==> src/hdl/pcmp_regs.vh <==
`ifndef PCMP_REGS_VH
`define PCMP_REGS_VH
// register indices, byte address is four times the index
`define PCMP_IDX_TGT31 14'h195A
`define PCMP_IDX_ATTR31 14'h195C
`define PCMP_IDX_TGT32 14'h195D
`define PCMP_IDX_ATTR32 14'h195F
`define PCMP_IDX_TGT33 14'h1960
`define PCMP_IDX_ATTR33 14'h1962
`define PCMP_IDX_TGT34 14'h1963
`define PCMP_IDX_ATTR34 14'h1965
`define PCMP_IDX_STATUS 14'h1970
// attribute fields
`define PCMP_BIT_UP 0
`define PCMP_BIT_DOWN 1
`define PCMP_BIT_OUT_ONE 7
`define PCMP_BIT_OUT_TWO 8
`define PCMP_BIT_DIVA 12
`define PCMP_BIT_DIVZ 13
`define PCMP_BIT_COLL_A 15
`define PCMP_BIT_COLL_B 14
// reset values
`define PCMP_RST_TGT 32'h00000000
`define PCMP_RST_ATTR 16'h0000
`endif

==> src/hdl/pcmp_chan.v <==
`include "pcmp_regs.vh"
`default_nettype none
module pcmp_chan #(
  parameter COLL_BIT = `PCMP_BIT_COLL_A
) (
  input wire hclk,
  input wire hresetn,
  input wire ce,
  input wire signed [31:0] cur_pos,
  input wire signed [31:0] target,
  input wire [15:0] attr,
  output wire [4:0] evt,
  output wire above
);
  localparam ST_UNKNOWN = 3'b001;
  localparam ST_BELOW = 3'b010;
  localparam ST_ABOVE = 3'b100;
  reg [2:0] state;
  reg [2:0] next_state;
  wire is_above = cur_pos > target;
  wire is_below = cur_pos < target;
  // crossing detection on the remembered side
  wire up_hit = attr[`PCMP_BIT_UP] & (state == ST_BELOW) & is_above;
  wire dn_hit = attr[`PCMP_BIT_DOWN] & (state == ST_ABOVE) & is_below;
  wire hit = up_hit | dn_hit;
  // routing, unassigned attribute bits never looked at
  assign evt[0] = hit & attr[`PCMP_BIT_OUT_ONE];
  assign evt[1] = hit & attr[`PCMP_BIT_OUT_TWO];
  assign evt[2] = hit & attr[`PCMP_BIT_DIVA];
  assign evt[3] = hit & attr[`PCMP_BIT_DIVZ];
  assign evt[4] = hit & attr[COLL_BIT];
  assign above = (state == ST_ABOVE);
  always @* begin
    next_state = state;
    case (state)
      ST_UNKNOWN: begin
        if (is_above)
          next_state = ST_ABOVE;
        else if (is_below)
          next_state = ST_BELOW;
      end
      ST_BELOW: begin
        if (is_above)
          next_state = ST_ABOVE;
      end
      ST_ABOVE: begin
        if (is_below)
          next_state = ST_BELOW;
      end
      default: next_state = ST_UNKNOWN;
    endcase
  end
  always @(posedge hclk or negedge hresetn) begin
    if (!hresetn)
      state <= ST_UNKNOWN;
    else if (ce)
      state <= next_state;
  end
endmodule // pcmp_chan
`default_nettype wire

==> src/hdl/pcmp_top.v <==
// Local design decision: the AHB-Lite register port.
`include "pcmp_regs.vh"
`default_nettype none
module pcmp_top #(
  parameter NCH = 4
) (
  input wire hclk,
  input wire hresetn,
  input wire ce,
  input wire hsel,
  input wire [31:0] haddr,
  input wire [1:0] htrans,
  input wire hwrite,
  input wire [2:0] hsize,
  input wire [31:0] hwdata,
  input wire hready,
  output wire hreadyout,
  output wire hresp,
  output reg [31:0] hrdata,
  input wire signed [31:0] cur_pos,
  output reg discrete_output_one,
  output reg discrete_output_two,
  output reg div_a_pulse,
  output reg div_z_pulse,
  output reg open_collector_index_pulse
);
  reg [31:0] tgt [0:NCH-1];
  reg [15:0] attr [0:NCH-1];
  reg dp_wr;
  reg [8:0] dp_sel;
  wire [4:0] evt [0:NCH-1];
  wire [NCH-1:0] above;
  integer j;
  integer k;
  integer m;

  // one-hot register selection codes
  localparam SEL_TGT31 = 9'h001;
  localparam SEL_TGT32 = 9'h002;
  localparam SEL_TGT33 = 9'h004;
  localparam SEL_TGT34 = 9'h008;
  localparam SEL_ATTR31 = 9'h010;
  localparam SEL_ATTR32 = 9'h020;
  localparam SEL_ATTR33 = 9'h040;
  localparam SEL_ATTR34 = 9'h080;
  localparam SEL_STATUS = 9'h100;

  // decode: bits 3:0 target, 7:4 attribute, 8 status
  function [8:0] dec;
    input [31:0] a;
    begin
      dec = 9'h000;
      if (a[1:0] == 2'h0 && a[31:16] == 16'h0000) begin
        case (a[15:2])
          `PCMP_IDX_TGT31: dec = SEL_TGT31;
          `PCMP_IDX_TGT32: dec = SEL_TGT32;
          `PCMP_IDX_TGT33: dec = SEL_TGT33;
          `PCMP_IDX_TGT34: dec = SEL_TGT34;
          `PCMP_IDX_ATTR31: dec = SEL_ATTR31;
          `PCMP_IDX_ATTR32: dec = SEL_ATTR32;
          `PCMP_IDX_ATTR33: dec = SEL_ATTR33;
          `PCMP_IDX_ATTR34: dec = SEL_ATTR34;
          `PCMP_IDX_STATUS: dec = SEL_STATUS;
          default: dec = 9'h000;
        endcase
      end
    end
  endfunction

  // address phase accepted
  wire accept = hsel & htrans[1] & hready & ce;
  wire [8:0] a_sel = dec(haddr);
  // read of the register being written returns new data
  wire fwd = dp_wr & (dp_sel == a_sel);

  // pick the addressed target and attribute
  reg [31:0] tgt_rd;
  reg [15:0] attr_rd;
  always @* begin
    tgt_rd = 32'h00000000;
    attr_rd = 16'h0000;
    for (j = 0; j < NCH; j = j + 1) begin
      if (a_sel[j])
        tgt_rd = tgt[j];
      if (a_sel[j + 4])
        attr_rd = attr[j];
    end
  end

  // channel sides as a status word
  wire [31:0] status_rd = {{(32 - NCH){1'b0}}, above};

  // read value seen by the address phase, with write forwarding
  wire sel_tgt = |a_sel[3:0];
  wire sel_attr = |a_sel[7:4];
  wire sel_status = a_sel[8];
  reg [31:0] rd_val;
  always @* begin
    rd_val = 32'h00000000;
    if (sel_tgt)
      rd_val = fwd ? hwdata : tgt_rd;
    else if (sel_attr)
      rd_val = {16'h0000, fwd ? hwdata[15:0] : attr_rd};
    else if (sel_status)
      rd_val = status_rd;
  end

  // zero wait states, always okay
  assign hreadyout = 1'b1;
  assign hresp = 1'b0;

  // address phase captured for the data phase
  always @(posedge hclk or negedge hresetn) begin
    if (!hresetn) begin
      dp_wr <= 1'b0;
      dp_sel <= 9'h000;
    end else if (ce && hready) begin
      dp_wr <= accept & hwrite;
      dp_sel <= accept ? a_sel : 9'h000;
    end
  end

  // read data loaded at the end of the address phase
  wire rd_take = accept & ~hwrite;
  always @(posedge hclk or negedge hresetn) begin
    if (!hresetn)
      hrdata <= 32'h00000000;
    else if (rd_take)
      hrdata <= rd_val;
  end

  // data-phase write strobes
  wire [NCH-1:0] wr_tgt = dp_sel[NCH-1:0] & {NCH{dp_wr}};
  wire [NCH-1:0] wr_attr = dp_sel[NCH+3:4] & {NCH{dp_wr}};

  // register writes, live at once
  always @(posedge hclk or negedge hresetn) begin
    if (!hresetn) begin
      for (k = 0; k < NCH; k = k + 1) begin
        tgt[k] <= `PCMP_RST_TGT;
        attr[k] <= `PCMP_RST_ATTR;
      end
    end else if (ce) begin
      for (k = 0; k < NCH; k = k + 1) begin
        if (wr_tgt[k])
          tgt[k] <= hwdata;
        if (wr_attr[k])
          attr[k] <= hwdata[15:0];
      end
    end
  end

  // one comparator per channel
  genvar g;
  generate
    for (g = 0; g < NCH; g = g + 1) begin : g_ch
      pcmp_chan #(
        .COLL_BIT((g % 2 == 0) ? `PCMP_BIT_COLL_A : `PCMP_BIT_COLL_B)
      ) u_ch (
        .hclk(hclk),
        .hresetn(hresetn),
        .ce(ce),
        .cur_pos(cur_pos),
        .target(tgt[g]),
        .attr(attr[g]),
        .evt(evt[g]),
        .above(above[g])
      );
    end
  endgenerate

  // gather each destination across the channels
  reg [NCH-1:0] to_one;
  reg [NCH-1:0] to_two;
  reg [NCH-1:0] to_div_a;
  reg [NCH-1:0] to_div_z;
  reg [NCH-1:0] to_coll;
  always @* begin
    to_one = {NCH{1'b0}};
    to_two = {NCH{1'b0}};
    to_div_a = {NCH{1'b0}};
    to_div_z = {NCH{1'b0}};
    to_coll = {NCH{1'b0}};
    for (m = 0; m < NCH; m = m + 1) begin
      to_one[m] = evt[m][0];
      to_two[m] = evt[m][1];
      to_div_a[m] = evt[m][2];
      to_div_z[m] = evt[m][3];
      to_coll[m] = evt[m][4];
    end
  end

  // next output levels
  wire next_one = |to_one;
  wire next_two = |to_two;
  wire next_div_a = |to_div_a;
  wire next_div_z = |to_div_z;
  wire next_coll = |to_coll;

  // output pulses, every enabled destination driven
  always @(posedge hclk or negedge hresetn) begin
    if (!hresetn) begin
      discrete_output_one <= 1'b0;
      discrete_output_two <= 1'b0;
      div_a_pulse <= 1'b0;
      div_z_pulse <= 1'b0;
      open_collector_index_pulse <= 1'b0;
    end else if (ce) begin
      discrete_output_one <= next_one;
      discrete_output_two <= next_two;
      div_a_pulse <= next_div_a;
      div_z_pulse <= next_div_z;
      open_collector_index_pulse <= next_coll;
    end
  end
endmodule // pcmp_top
`default_nettype wire

==> config.mk <==
export PLATFORM = sky130hd
export DESIGN_NAME = pcmp_top
export DESIGN_NICKNAME = d
export VERILOG_FILES = /design/src/hdl/pcmp_chan.v /design/src/hdl/pcmp_top.v
export VERILOG_INCLUDE_DIRS = /design/src /design/src/hdl
export SDC_FILE = /design/constraint.sdc
export NUM_CORES = 1
export LEC_CHECK = 0
export BUFFER_PORTS_ARGS = -buffer_cell sky130_fd_sc_hd__buf_2
export CAP_MARGIN = 15
export CORE_MARGIN = 2
export CORE_UTILIZATION = 35
export DETAILED_ROUTE_END_ITERATION = 8
export SLEW_MARGIN = 30
export SYNTH_ARGS = -nofsm -noshare
export SYNTH_HDL_FRONTEND = slang
export SYNTH_SLANG_ARGS = --single-unit
==> constraint.sdc <==
create_clock -name hclk -period 3.6 [get_ports hclk]
set_clock_uncertainty 0.1 [all_clocks]
set_input_delay 0.18 -clock hclk [delete_from_list [all_inputs] [get_ports hclk]]
set_output_delay 0.18 -clock hclk [all_outputs]
set_load 0.005 [all_outputs]
==> flow_metrics.env <==
export IMPL_worstMarginPinSlew_ns=0.969
export IMPL_cp_required_ns=3.94
export IMPL_seqPwrFrac_pct=45.1
export IMPL_syn_nets=1720
export IMPL_async_flop_share_pct=100
export IMPL_n_fill_cell=4266
export IMPL_syn_avg_cell_area_um2=10.3
export IMPL_overflow=0
export IMPL_hold_violations=0
export IMPL_ys_seq_elements=251
export IMPL_die_x_um=213
export IMPL_fmax_mhz=301
export IMPL_wl_per_cell_um=21.0
export IMPL_comb_power_share_pct=11.7
export IMPL_critPathMostFrequentCell="buf_4"
export IMPL_relSlewSlack_pct=35.4
export IMPL_ff_latch_area_mm2=0.00629
export IMPL_io_buffers=139
export IMPL_clkLatencyLatePin_ns=0.58
export IMPL_switchingPower_mw=1.83
export IMPL_final_layout_size_suffix_gt1_share_pct=27.1
export IMPL_netlist_cell_type_count=79
export IMPL_start_kind="flip-flop"
export IMPL_setup_viol=0
export IMPL_clk_path_buf_depth=3
export IMPL_min_period_over_period_pct=92.4
export IMPL_root_buffer="clkbuf_16"
export IMPL_crit_path_top_delay_cell="a222oi_1"
export IMPL_swShare_pct=27.1
export IMPL_endpoint_kind="flip-flop"
export IMPL_placementRows=76
export IMPL_slew_viol_final=0
export IMPL_hold_class="primary input to flip-flop"
export IMPL_gp_congestion=0.888
export IMPL_fin_total_pwr_mw=6.76
export IMPL_power_per_cell_area_mw_per_mm2=371
export IMPL_num_vias=12500
export IMPL_slowest_delay_ns=0.36
export IMPL_io_pins=146
export IMPL_cts_tree="built"
export IMPL_p_leak_nw=8.30
export IMPL_post_drt_via_cell_ratio=5.51
export IMPL_synth_edf_count=0
export IMPL_vdd_ir_drop_max_mv=0.372
export IMPL_holdPathStages=4
export IMPL_numCtsBuffers=29
export IMPL_grt_max_degree=93
export IMPL_synth_cells=1485
export IMPL_worstHoldStart="hready"
export IMPL_r2r_start="tgt[111]"
export IMPL_r2r_worst_path_cells=13
export IMPL_area_delta_synth_final_pct=18.9
export IMPL_critPathKind="flip-flop to flip-flop"
export IMPL_core_area_mm2=0.0432
export IMPL_netlist_area_mm2=0.0153
export IMPL_diodes=0
export IMPL_antenna_found_initial=1
export IMPL_ys_seq_area_share_pct=41.0
export IMPL_finalCriticalPeriod_ns=3.32
export IMPL_min_to="dp_sel[0]"
export IMPL_intPower_mw=4.92
export IMPL_grt_setup_unrepaired="false"
export IMPL_grt_first_pass_wirelength_um=73900
export IMPL_dp_hpwl_um=34100
export IMPL_die_h_um=213
export IMPL_multiInputGateArea_mm2=0.00821
export IMPL_wl_um=47800
export IMPL_synth_main_ff_cell="dfrtp_1"
export IMPL_r2r_slack_ns=0.28
export IMPL_grt_usage_pct=21.2
export IMPL_nNetsFinal=1901
export IMPL_initial_core_util_pct=35.5
export IMPL_dieArea_mm2=0.0455
export IMPL_grt_pass1_vias=12500
export IMPL_drtAntennaViolNets=0
export IMPL_path_clk_slew_ns=0.06
export IMPL_tns_ns=0
export IMPL_p_clk_share_pct=43.1
export IMPL_crit_buf_inv=4
export IMPL_path_delay_family="compound AO/OA/AOI/OAI gates"
export IMPL_drv_cap=0
export IMPL_cp_arrival_ns=3.67
export IMPL_cts_htree_levels=1
export IMPL_reg2reg_to="discrete_output_two"
export IMPL_cp_max_fo=5
export IMPL_yosys_warnings=0
export IMPL_status="complete, no violations"
export IMPL_dr_pass1_iters=5
export IMPL_path_cells="inv_1 -> ha_1 -> nand4_1 -> nor4_2 -> buf_4 -> a21boi_0 -> o32ai_1 -> buf_4 -> mux2i_2 -> mux2i_1 -> buf_4 -> a222oi_1 -> a31oi_1"
export IMPL_cts_sinks=251
export IMPL_postCtsSetupBuffers=0
export IMPL_drt_iter0_drc=890
export IMPL_drc=0
## synthesized netlist by cell type, types with 14 or more instances
master,number,share of area (%)
a21oi_1,71,2.3
a221oi_1,20,1.1
a222oi_1,21,1.4
buf_1,19,0.47
clkbuf_1,38,0.93
dfrtp_1,247,40
ha_1,128,10
inv_1,163,4.0
mux2_2,192,14
mux2i_1,28,1.8
nand2_1,106,2.6
nand3_1,24,0.78
nand4_1,35,1.4
nor2_1,50,1.2
nor3_1,14,0.46
o21ai_0,62,2.0
o22a_1,15,0.86
o31ai_1,17,0.83
## through the flow
step	hold slack, ns	cell area [um2]	cells	setup WS [ns]	utilization, %
floorplan	-0.216	15300	1485	0.761	-
global placement	0.148	16900	2186	0.239	39.2
detailed placement	0.154	16900	2186	0.227	39.2
CTS	0.0393	18200	2274	0.207	42.1
global route	0.109	18200	2274	0.00287	42.2
finish	0.0419	18200	2274	0.275	42.2
## worst max-delay path by stage
| stage | startpoint | endpoint | cells past startpoint |
|---|---|---|---|
| 3_3_place_gp | tgt[7] | div_z_pulse | 12 |
| 6_report | tgt[111] | discrete_output_two | 13 |
| 4_1_cts | tgt[7] | div_a_pulse | 12 |
| 3_5_place_dp | tgt[7] | discrete_output_one | 12 |
| 2_1_floorplan | haddr[12] | hrdata[12] | 11 |
| 5_1_grt | tgt[111] | discrete_output_two | 13 |
## power groups by stage
stage / combinational (mW) / clock [mW] / sequential, mW
2_1_floorplan: 0.486 / 0 / 3.02
3_3_place_gp: 0.740 / 0 / 3.08
3_5_place_dp: 0.759 / 0 / 3.09
4_1_cts: 0.795 / 2.96 / 3.04
5_1_grt: 0.898 / 3.08 / 3.06
6_report: 0.793 / 2.91 / 3.05
## tightest hold or removal path: cells and delay by family
kind,cells,cell delay [ns]
AND/OR/NAND/NOR,2,0.34
AO/OA/AOI/OAI,1,0.07
buffers and inverters,1,0.10
## cell type report
type | instances | area share [%]
clock buffers | 40 | 4.54
clock inverters | 14 | 0.570
inverters | 163 | 3.36
multi-input cells | 1005 | 45.1
flip-flops and latches | 251 | 34.5
well taps | 585 | 4.02
repair buffers | 216 | 7.86
## per-layer routing
| layer | up-vias | track usage (%) | share of wire (%) |
|---|---|---|---|
| met3 | 70 | 2.85 | 5.6 |
| met4 | 2 | 6.20 | 2.4 |
| li1 | 5826 | - | - |
| met2 | 385 | 34.0 | 46 |
| met1 | 6244 | 29.8 | 46 |
| met5 | - | 0 | 0.027 |
## cells by family after synthesis
family | after synthesis | share of synthesized area, %
AO/OA/AOI/OAI | 339 | 15.6
AND/OR/NAND/NOR | 306 | 10.5
flip-flops | 251 | 41.0
buffers and inverters | 229 | 5.78
multiplexers | 221 | 16.0
adder cells (fa/ha/maj) | 128 | 10.5
XOR/XNOR | 9 | 0.515
other | 2 | 0.0490
## sequential cells by signal, summed over array words and instances (netlist names)
register and flops:
tgt 128, attr 64, hrdata 32, g_ch.u_ch.state 12, dp_sel 9, discrete_output_one 1
discrete_output_two 1, div_a_pulse 1, div_z_pulse 1, dp_wr 1, open_collector_index_pulse 1
## what timing repair did
item / 4_1_cts / 5_1_grt
resized for setup: 0 / 4
hold buffers: 34 / 0
setup endpoints to repair: 0 / 5
endpoints found under the hold margin: 307 / 0
## cells in the final DEF, fill, tap and decap left out, types with 10 or more instances in the layout
cell type      count
a222oi_1          21
dfrtp_1          247
ha_1             128
o21ai_1           11
nor2_1            50
a22o_1            13
mux2_2           192
nor3_1            14
nand4_1           35
o21ai_0           62
o22a_1            15
o211ai_1          11
a31oi_1           12
a21oi_1           71
nand2_1          102
dlygate4sd3_1     34
inv_1            163
clkbuf_16         29
mux2i_1           26
nand3_1           24
a221oi_1          20
a21o_1            10
buf_2            138
o31ai_1           17
buf_4             38
o22ai_1           10
clkinv_2          10
No activity file was read; power rests on OpenSTA's default activity.
